File: config.mk
export PLATFORM = sky130hd
export DESIGN_NAME = spi_port
export DESIGN_NICKNAME = d
export VERILOG_FILES = /design/src/hw/spi_port_pkg.sv /design/src/hw/spi_reg_bank.sv /design/src/hw/spi_port.sv
export SDC_FILE = /design/constraint.sdc
export NUM_CORES = 1
export LEC_CHECK = 0
export BUFFER_PORTS_ARGS = -buffer_cell sky130_fd_sc_hd__buf_2
export CAP_MARGIN = 20
export CELL_PAD_IN_SITES_DETAIL_PLACEMENT = 0
export CELL_PAD_IN_SITES_GLOBAL_PLACEMENT = 2
export CORE_MARGIN = 2
export CORE_UTILIZATION = 37
export CTS_BUF_LIST = sky130_fd_sc_hd__clkbuf_16
export CTS_CLUSTER_DIAMETER = 120
export CTS_CLUSTER_SIZE = 14
export DETAILED_ROUTE_END_ITERATION = 8
export PLACE_DENSITY = 0.91
export SYNTH_ARGS = -nofsm -noshare
export SYNTH_HDL_FRONTEND = slang
export SYNTH_HIERARCHICAL = 1
export SYNTH_SLANG_ARGS = --single-unit
File: constraint.sdc
create_clock -name i_clk -period 2.2 [get_ports i_clk]
set_input_delay 0.11 -clock i_clk [delete_from_list [all_inputs] [get_ports i_clk]]
set_output_delay 0.11 -clock i_clk [all_outputs]
set_load 0.02 [all_outputs]
File: src/hw/spi_port_pkg.sv
package spi_port_pkg;

    // Frame layout.
    localparam int          DATA_W      = 11;
    localparam int          ADDR_W      = 4;
    localparam int          FRAME_W     = 16;
    localparam int          RW_POS      = 15;
    localparam int          ADDR_MSB    = 14;
    localparam int          ADDR_LSB    = 11;
    localparam logic [4:0]  FRAME_BITS  = 5'h10;
    localparam logic [4:0]  CMD_BITS    = 5'h05;
    localparam logic [4:0]  CNT_SAT     = 5'h11;
    localparam logic        RW_WRITE    = 1'h0;

    // Register offsets.
    localparam logic [3:0]  ADDR_FAULT1 = 4'h0;
    localparam logic [3:0]  ADDR_FAULT2 = 4'h1;
    localparam logic [3:0]  ADDR_DRV    = 4'h2;
    localparam logic [3:0]  ADDR_GDHS   = 4'h3;
    localparam logic [3:0]  ADDR_GDLS   = 4'h4;
    localparam logic [3:0]  ADDR_OCP    = 4'h5;
    localparam logic [3:0]  ADDR_CSA    = 4'h6;
    localparam logic [3:0]  ADDR_CAL    = 4'h7;

    // Field positions and codes.
    localparam int          LATCHED_FAULT_CLEAR_POS = 0;
    localparam int          LOCK_MSB    = 10;
    localparam int          LOCK_LSB    = 8;
    localparam logic [2:0]  LOCK_SET    = 3'h6;
    localparam logic [10:0] CAL_MASK    = 11'h001;

    // Values after reset and in sleep.
    localparam logic [10:0] DEF_DRV     = 11'h000;
    localparam logic [10:0] DEF_GDHS    = 11'h000;
    localparam logic [10:0] DEF_GDLS    = 11'h000;
    localparam logic [10:0] DEF_OCP     = 11'h000;
    localparam logic [10:0] DEF_CSA     = 11'h000;
    localparam logic [10:0] DEF_CAL     = 11'h000;

endpackage : spi_port_pkg

File: src/hw/spi_reg_bank.sv
module spi_reg_bank
    import spi_port_pkg::*;
(
    // Clock and reset.
    input  wire logic              i_clk,
    input  wire logic              i_rstn,
    input  wire logic              i_sleep,
    // Write port.
    input  wire logic              i_wr_en,
    input  wire logic [ADDR_W-1:0] i_wr_addr,
    input  wire logic [DATA_W-1:0] i_wr_data,
    input  wire logic              i_lock_only,
    // Read port.
    input  wire logic [ADDR_W-1:0] i_rd_addr,
    input  wire logic [DATA_W-1:0] i_status1,
    input  wire logic [DATA_W-1:0] i_status2,
    output logic      [DATA_W-1:0] o_rd_data,
    // Stored settings.
    output logic      [DATA_W-1:0] o_drv,
    output logic      [DATA_W-1:0] o_gdhs,
    output logic      [DATA_W-1:0] o_gdls,
    output logic      [DATA_W-1:0] o_ocp,
    output logic      [DATA_W-1:0] o_csa,
    output logic      [DATA_W-1:0] o_cal
);

    logic [DATA_W-1:0] lock_mask;

    // While locked only the lock field itself may change, so it can be opened.
    assign lock_mask = i_lock_only ? 11'h700 : 11'h7ff;

    // Sleep is a synchronous return to defaults; only the pin reset is asynchronous.
    always_ff @(posedge i_clk or negedge i_rstn) begin
        if (!i_rstn) begin
            o_drv  <= DEF_DRV;
            o_gdhs <= DEF_GDHS;
            o_gdls <= DEF_GDLS;
            o_ocp  <= DEF_OCP;
            o_csa  <= DEF_CSA;
            o_cal  <= DEF_CAL;
        end else if (i_sleep) begin
            o_drv  <= DEF_DRV;
            o_gdhs <= DEF_GDHS;
            o_gdls <= DEF_GDLS;
            o_ocp  <= DEF_OCP;
            o_csa  <= DEF_CSA;
            o_cal  <= DEF_CAL;
        end else if (i_wr_en) begin
            case (i_wr_addr)
                ADDR_DRV:  o_drv  <= i_wr_data & ~(11'h001 << LATCHED_FAULT_CLEAR_POS);
                ADDR_GDHS: o_gdhs <= (i_wr_data & lock_mask) | (o_gdhs & ~lock_mask);
                ADDR_GDLS: o_gdls <= i_wr_data;
                ADDR_OCP:  o_ocp  <= i_wr_data;
                ADDR_CSA:  o_csa  <= i_wr_data;
                ADDR_CAL:  o_cal  <= i_wr_data & CAL_MASK;
                default: ;
            endcase
        end
    end

    always_ff @(posedge i_clk or negedge i_rstn) begin
        if (!i_rstn) begin
            o_rd_data <= 11'h000;
        end else begin
            case (i_rd_addr)
                ADDR_FAULT1: o_rd_data <= i_status1;
                ADDR_FAULT2: o_rd_data <= i_status2;
                ADDR_DRV:    o_rd_data <= o_drv;
                ADDR_GDHS:   o_rd_data <= o_gdhs;
                ADDR_GDLS:   o_rd_data <= o_gdls;
                ADDR_OCP:    o_rd_data <= o_ocp;
                ADDR_CSA:    o_rd_data <= o_csa;
                ADDR_CAL:    o_rd_data <= o_cal;
                default:     o_rd_data <= 11'h000;
            endcase
        end
    end

endmodule : spi_reg_bank

File: src/hw/spi_port.sv
module spi_port
    import spi_port_pkg::*;
(
    // Clock and reset.
    input  wire logic              i_clk,
    input  wire logic              i_rstn,
    // Device enable pin; low puts the port to sleep.
    input  wire logic              i_enable,
    // Serial pins.
    input  wire logic              i_serial_select_n,
    input  wire logic              i_sclk,
    input  wire logic              i_serial_data_in,
    output logic                   o_serial_data_out,
    output logic                   o_serial_data_out_oe_n,
    // Status inputs from the protection logic.
    input  wire logic [DATA_W-1:0] i_fault_status_primary,
    input  wire logic [DATA_W-1:0] i_gate_fault_status_secondary,
    // Settings and events.
    output logic      [DATA_W-1:0] o_driver_control,
    output logic      [DATA_W-1:0] o_gate_drive_high_side,
    output logic      [DATA_W-1:0] o_gate_drive_low_side,
    output logic      [DATA_W-1:0] o_overcurrent_control,
    output logic      [DATA_W-1:0] o_current_amp_control,
    output logic      [DATA_W-1:0] o_calibration_mode_control,
    output logic                   o_latched_fault_clear,
    output logic                   o_frame_error
);

    typedef enum logic [1:0] {ST_SLEEP, ST_IDLE, ST_FRAME} state_t;

    state_t               st_r;
    logic [2:0]           sclk_q;
    logic [2:0]           sel_q;
    logic [1:0]           sdi_q;
    logic [1:0]           en_q;
    logic [4:0]           cnt_r;
    logic [FRAME_W-1:0]   in_sr_r;
    logic [DATA_W-1:0]    out_sr_r;
    logic                 cap1_r;
    logic                 cap2_r;
    logic                 sdo_rel_r;
    logic                 sdo_low_r;
    logic                 wr_en_r;
    logic [ADDR_W-1:0]    wr_addr_r;
    logic [DATA_W-1:0]    wr_data_r;
    logic                 clr_r;
    logic                 err_r;
    logic [DATA_W-1:0]    rd_data;
    logic                 sclk_fall;
    logic                 sclk_rise;
    logic                 sel_fall;
    logic                 sel_rise;
    logic                 sleep;
    logic                 locked;
    logic                 in_frame;
    logic [ADDR_W-1:0]    f_addr;
    logic                 f_write;
    logic                 f_ok;
    logic                 wr_allow;

    // Pins come from the master's clock domain, so each passes two flops.
    // Bit 0 of every chain is read only by bit 1.
    always_ff @(posedge i_clk or negedge i_rstn) begin
        if (!i_rstn) begin
            sclk_q <= 3'h0;
            sel_q  <= 3'h7;
            sdi_q  <= 2'h0;
            en_q   <= 2'h0;
        end else begin
            sclk_q <= {sclk_q[1:0], i_sclk};
            sel_q  <= {sel_q[1:0], i_serial_select_n};
            sdi_q  <= {sdi_q[0], i_serial_data_in};
            en_q   <= {en_q[0], i_enable};
        end
    end

    assign sclk_fall = sclk_q[2] & ~sclk_q[1];
    assign sclk_rise = ~sclk_q[2] & sclk_q[1];
    assign sel_fall  = sel_q[2] & ~sel_q[1];
    assign sel_rise  = ~sel_q[2] & sel_q[1];
    assign sleep     = ~en_q[1];
    assign in_frame  = (st_r == ST_FRAME);
    assign locked    = (o_gate_drive_high_side[LOCK_MSB:LOCK_LSB] == LOCK_SET);

    // Decoded fields of the word just received.
    assign f_write  = (in_sr_r[RW_POS] == RW_WRITE);
    assign f_addr   = in_sr_r[ADDR_MSB:ADDR_LSB];
    assign f_ok     = (cnt_r == FRAME_BITS);
    assign wr_allow = (f_addr >= ADDR_DRV) && (f_addr <= ADDR_CAL)
                      && (!locked || f_addr == ADDR_GDHS);

    // Frames start only when the master lowers select; nothing here initiates one.
    always_ff @(posedge i_clk or negedge i_rstn) begin
        if (!i_rstn) begin
            st_r <= ST_SLEEP;
        end else begin
            case (st_r)
                ST_SLEEP: begin
                    if (!sleep && sel_q[1]) begin
                        st_r <= ST_IDLE;
                    end
                end
                ST_IDLE: begin
                    if (sleep) begin
                        st_r <= ST_SLEEP;
                    end else if (sel_fall) begin
                        st_r <= ST_FRAME;
                    end
                end
                ST_FRAME: begin
                    if (sleep) begin
                        st_r <= ST_SLEEP;
                    end else if (sel_rise) begin
                        st_r <= ST_IDLE;
                    end
                end
                default: st_r <= ST_SLEEP;
            endcase
        end
    end

    // Input shifting on falling clock edges, MSB first.
    always_ff @(posedge i_clk or negedge i_rstn) begin
        if (!i_rstn) begin
            cnt_r   <= 5'h00;
            in_sr_r <= 16'h0000;
        end else if (sel_fall) begin
            cnt_r   <= 5'h00;
            in_sr_r <= 16'h0000;
        end else if (in_frame && !sel_q[1] && sclk_fall) begin
            in_sr_r <= {in_sr_r[FRAME_W-2:0], sdi_q[1]};
            if (cnt_r != CNT_SAT) begin
                cnt_r <= cnt_r + 5'h01;
            end
        end
    end

    // Once the fifth bit is in, the address is known; the bank registers the
    // read a cycle later, well before the next rising clock edge.
    always_ff @(posedge i_clk or negedge i_rstn) begin
        if (!i_rstn) begin
            cap1_r <= 1'b0;
            cap2_r <= 1'b0;
        end else begin
            cap1_r <= in_frame && sclk_fall && (cnt_r == CMD_BITS - 5'h01);
            cap2_r <= cap1_r;
        end
    end

    // Output shifting on rising clock edges; the command slots stay released.
    always_ff @(posedge i_clk or negedge i_rstn) begin
        if (!i_rstn) begin
            out_sr_r  <= 11'h000;
            sdo_rel_r <= 1'b1;
        end else if (!in_frame || sel_q[1]) begin
            sdo_rel_r <= 1'b1;
        end else if (cap2_r) begin
            out_sr_r  <= rd_data;
        end else if (sclk_rise) begin
            if (cnt_r >= CMD_BITS && cnt_r < FRAME_BITS) begin
                sdo_rel_r <= out_sr_r[DATA_W-1];
                out_sr_r  <= {out_sr_r[DATA_W-2:0], 1'b0};
            end else begin
                sdo_rel_r <= 1'b1;
            end
        end
    end

    // The pin is only ever pulled low; a high comes from the external pull-up.
    always_ff @(posedge i_clk or negedge i_rstn) begin
        if (!i_rstn) begin
            sdo_low_r <= 1'b0;
        end else begin
            sdo_low_r <= 1'b0;
        end
    end

    // Frame close: commit a good write, flag a bad length.
    always_ff @(posedge i_clk or negedge i_rstn) begin
        if (!i_rstn) begin
            wr_en_r   <= 1'b0;
            wr_addr_r <= 4'h0;
            wr_data_r <= 11'h000;
            clr_r     <= 1'b0;
            err_r     <= 1'b0;
        end else begin
            wr_en_r <= 1'b0;
            clr_r   <= 1'b0;
            err_r   <= 1'b0;
            if (in_frame && sel_rise && !sleep) begin
                if (!f_ok) begin
                    err_r <= 1'b1;
                end else if (f_write && wr_allow) begin
                    wr_en_r   <= 1'b1;
                    wr_addr_r <= f_addr;
                    wr_data_r <= in_sr_r[DATA_W-1:0];
                    clr_r     <= (f_addr == ADDR_DRV) && in_sr_r[LATCHED_FAULT_CLEAR_POS];
                end
            end
        end
    end

    spi_reg_bank u_bank (
        .i_clk       (i_clk),
        .i_rstn      (i_rstn),
        .i_sleep     (sleep),
        .i_wr_en     (wr_en_r),
        .i_wr_addr   (wr_addr_r),
        .i_wr_data   (wr_data_r),
        .i_lock_only (locked),
        .i_rd_addr   (in_sr_r[3:0]),
        .i_status1   (i_fault_status_primary),
        .i_status2   (i_gate_fault_status_secondary),
        .o_rd_data   (rd_data),
        .o_drv       (o_driver_control),
        .o_gdhs      (o_gate_drive_high_side),
        .o_gdls      (o_gate_drive_low_side),
        .o_ocp       (o_overcurrent_control),
        .o_csa       (o_current_amp_control),
        .o_cal       (o_calibration_mode_control)
    );

    assign o_serial_data_out      = sdo_low_r;
    assign o_serial_data_out_oe_n = sdo_rel_r;
    assign o_latched_fault_clear  = clr_r;
    assign o_frame_error          = err_r;
endmodule : spi_port

After elaboration in Yosys (flattened, before gate mapping) --
Index checks and enable logic that the tools add are counted.
Storage, ports and cells: register bits 142, latch bits 0, memory bits (writable) 0, bits in read-only memories 0, input port bits 28, output and inout bits 70, logic and storage cells 155, memories kept 0
Operators by class: add/sub/neg operators 1, multiply operators 0, div/mod/pow operators 0, $lt $le $gt $ge 4, eq/ne operators 32, shift operators 0, mux-type cells 46, bitwise gates (word level) 14, reductions and logical operators 35
Operators by type and width (count):
- 11-bit two-way mux | 21
- 11-bit one-hot mux with 8 select lines | 1
- 4-bit by 3-bit equality test with 1-bit output (second input constant) | 8
- 16-bit two-way mux | 2
- 4-bit by 2-bit equality test with 1-bit output (second input constant) | 6
- 11-bit AND | 2
- 2-bit by 1-bit inequality test with 1-bit output (second input constant) | 8
- 2-bit AND reduction | 8
- 5-bit two-way mux | 3
- 1-bit logical AND | 12
- 1-bit two-way mux | 12
- 11-bit NOT | 1
- 11-bit bitwise OR | 1
- 2-bit two-way mux | 5
- 2-bit nonzero test | 5
- 3-bit AND reduction | 3
- 8-bit two-way mux | 1
- 3-bit inequality test (second input constant) | 2
- 1-bit NOT | 6
- 2-bit one-hot mux with 3 select lines | 1
- 5-bit by 1-bit adder with 5-bit output (second input constant) | 1
- 5-bit by 3-bit equality test with 1-bit output (second input constant) | 1
- 5-bit equality test (second input constant) | 1
- 5-bit by 3-bit greater-or-equal comparator with 1-bit output (second input constant) | 1
- other kinds (14) | 20

Logic depth before layout (Yosys ltp) --
depth in word-level cells 8, depth in mapped cells 7

Hierarchy --
The synthesis kept the hierarchy.
By module, submodules not included:
- spi_reg_bank | instances 1, cells each 307, area an instance 3338.2 µm², sequential area each 1651.6 µm²
- spi_port | instances 1, cells each 207, area an instance 2618.8 µm², sequential area each 1631.6 µm²

Least setup slack after synthesis --
No wires, ideal clock.
path kind reg2reg, start register cnt_r[0], end register wr_addr_r[0], library setup time 0.125 ns, data arrival time 1.889 ns, setup slack 0.186 ns, cell stages (with the launch flop) 8, path through dfrtp_1 -> inv_1 -> ha_1 -> and4bb_2 -> o211ai_1 -> a211oi_4 -> buf_6 -> mux2_2
Between the ends: word-level cells in the longest chain between the ends 2
RTL lines:
- start, declared | RTL line spi_port.sv:36 | logic [4:0] cnt_r;
- start signal, assigned | RTL line spi_port.sv:133 | cnt_r <= cnt_r + 5'h01;
- 5-bit equality test | RTL line spi_port.sv:88 | assign f_ok = (cnt_r == FRAME_BITS);
- 3-bit AND reduction (no source line)
- end signal, assigned | RTL line spi_port.sv:195 | wr_addr_r <= f_addr;
- end, declared | RTL line spi_port.sv:44 | logic [ADDR_W-1:0] wr_addr_r;
Every way passes these cells. A chain may end at the register's enable or synchronous reset.

Final worst setup path --
start register cnt_r[0], end register wr_addr_r[1]
The elaborated chain is that of the path after synthesis.

==> results.md <==
- Fin. Hold Viols: 0
- Final min period: just over 2 ns
- Syn Std Cell Area: 5957 µm²
- Data arrival, critical path: between 2 and 2.5 ns
- IO Port Bufs: 85
- Synth warn: 6
- Peak VDD IR: slightly above 0.6 mV
- Initial antenna violation count: 0
- Chip Width: 130.9 µm
- Routed wire length: ~15000 µm
- Longest Clk Path Bufs: 2
- Total CTS buffers: 17
- Worst Hold Slack: ~0.16 ns
- Gate Count Post-Synth: 514
- DR iter-0 viols: 300
- DP Cell Count: about 800
- Share of cells above drive strength 1: 0.2760
- Tcrit/Tclk final: 0.9153
- EDFF count, synth: 0
- Dpl hpwl: ~10000 µm
- Largest net degree at the start of global routing: 58
- Worst hold path type: in2reg
- Setup CP Type: reg2reg
- Synth area leader: dfrtp_1
- H-tree lvl count: 4
- Mean Syn Cell Area: approximately 12 µm²
- Distinct cells, synth: 52
- Fin util: 0.4598
- Site Rows: between 40 and 50
- Seq cells post-synth: around 130
- Relative slew slack: 0.5668
- Max-cap viol count: 0
- Routed Antenna Nets: 0
- Slew Limit Fails: 0
- CTS sink count: around 130
- PwrDens: 796.3 nW/µm²
- Synth Flop Type: dfrtp_1
- Routed len/inst: roughly 18 µm
- Drt via density: a little over 5
- Ys async rst share: 1.000
- Worst-path clk slew: roughly 0.050 ns
- Via Count: roughly 4300
- Vias in the first global route: around 4400
- IO Count: slightly below 100
- Skew final: a little under 0.009 ns
- Core area: 15830 µm²
- Sequential element share of the synthesized area: 0.5511
- Most frequent cells after synthesis: dfrtp_1 (127), nor2_1 (81), mux2i_1 (58)
- Leakage: 3.687 nW
- Final setup TNS: 0 ns
- Crit start category: flop
- # setup viols final: 0
- Crit end category: flop
- CTS tree: done
- Most frequent cell after synthesis: dfrtp_1
- Worst slew pin tran: 0.6497 ns
- CP Max Fanout: 17
- Worst Path Required: about 2.5 ns
- Fin cells: between 800 and 900
- Max Clk Rate: 0.4966 GHz
- Nets: between 600 and 700
- Area growth syn-to-layout: 22.18%
- Die height: 130.9 µm
- Outcome: completed
- Resized cells post-CTS: 0
- Yosys top cell area share: 0.5335
- RSZ-0062 raised after global routing: false
- Pre-Repair DR Iteration Count: 4
- First-pass GRT wire length: between 20000 and 25000 µm
- GRT overflow: 0
- Ant diodes: 0
- # DRC: 0
- Filler cell count: roughly 1500
- Die area: around 17000 µm²
- Root Buffer: clkbuf_16
- Placer congestion estimate: 0.8282
- Top cells by area, synth: dfrtp_1 (53%), mux2i_1 (9.7%), nor2_1 (5.1%)
- Overall Global Routing Usage: 0.1844
- Clk_lat worst skew: between 0.4 and 0.5 ns
- Initial Util: 0.3764
[cell usage in the layout (no fill, tap or decap), types with 6 or more instances in the layout]
master	count
o22a_1	7
clkbuf_16	17
mux2_2	26
a22oi_1	10
nor2_1	81
o21ai_0	8
inv_1	9
bufinv_16	6
nor3_1	10
nor3b_1	6
conb_1	12
buf_4	15
mux2i_1	58
buf_2	84
nand2_1	13
nor2b_1	10
o22ai_1	10
dfrtp_1	127
a22o_1	19
a221oi_1	14
[through the flow]
step | power [W] | setup WS [ns] | instance area [µm²]
global route | 0.005987 | 0.08893 | 7278
CTS | 0.005834 | 0.1930 | 7278
finish | 0.005796 | 0.1863 | 7278
floorplan | 0.002639 | 0.1863 | 5995
detailed placement | 0.002743 | 0.2250 | 6586
global placement | 0.002735 | 0.2584 | 6586
[final timing paths]
kind,from,endpoint,slack [ns],depth (start not counted)
max,cnt_r[0],wr_addr_r[1],0.19,7
max reg2reg,cnt_r[0],wr_addr_r[1],0.19,7
min,i_fault_status_primary[3],u_bank/o_rd_data[3],0.16,4
min reg2reg,en_q[0],en_q[1],0.35,0
min in group asynchronous,i_rstn,u_bank/o_ocp[4],0.27,2
max in group asynchronous,i_rstn,sel_q[0],1.22,3
[final cells by class]
cell class              count  area [µm²]  area share
flip-flops and latches    131        3283      0.4511
multi-input cells         338        2406      0.3306
repair buffers            107       643.1     0.08836
well taps                 216       270.3     0.03713
clock inverters            14       216.5     0.02974
inverters                   9       33.78    0.004642
clock buffers              17       425.4     0.05845
[cells by family (layout without fill, tap and decap cells)]
family                   Yosys count  count (layout)  synth area share
AND/OR/NAND/NOR                  152             152            0.1290
flip-flops                       131             131            0.5511
AO/OA/AOI/OAI                     86              86            0.1122
multiplexers                      84              84            0.1466
buffers and inverters             55             147           0.05209
adder cells (fa/ha/maj)            3               3          0.006302
other                              2              12          0.001261
XOR/XNOR                           1               1          0.001471
[worst max-delay path, cell delays in order, from the launching register on]
cell      delay (ns)
dfrtp_1         0.43
inv_1           0.12
ha_1            0.16
and4bb_2        0.24
o211ai_1        0.13
a211oi_4        0.27
buf_12          0.19
mux2_2          0.34
[routing by layer]
layer	track usage	vias up	part of all wire
met3	0.04072	19	0.040
met1	0.2529	2208	0.47
li1	-	1989	-
met4	0.06508	0	0.017
met2	0.2904	109	0.48
met5	0	-	0
[registers in the layout (all words and copies together), names as in the netlist]
signal and count:
cap1_r 1, u_bank/o_ocp 11, wr_data_r 11, u_bank/o_rd_data 11, u_bank/o_csa 11, sclk_q 3
u_bank/o_gdhs 11, u_bank/o_cal 1, wr_en_r 1, sel_q 3, o_frame_error 1, in_sr_r 16
o_serial_data_out_oe_n 1, o_latched_fault_clear 1, st_r 2, u_bank/o_gdls 11, sdi_q 2, u_bank/o_drv 10
en_q 2, out_sr_r 11, wr_addr_r 4, cap2_r 1, cnt_r 5
[timing repair]
item | 4_1_cts | 5_1_grt
endpoints found under the hold margin | 49 | 0
hold buffers | 5 | 0
setup buffers | 0 | 0
[where the power goes]
part           switching, W  internal, W
Clock              0.000996      0.00209
Sequential        0.0000302      0.00245
Combinational      0.000149    0.0000843
No activity file was read; power rests on OpenSTA's default activity.
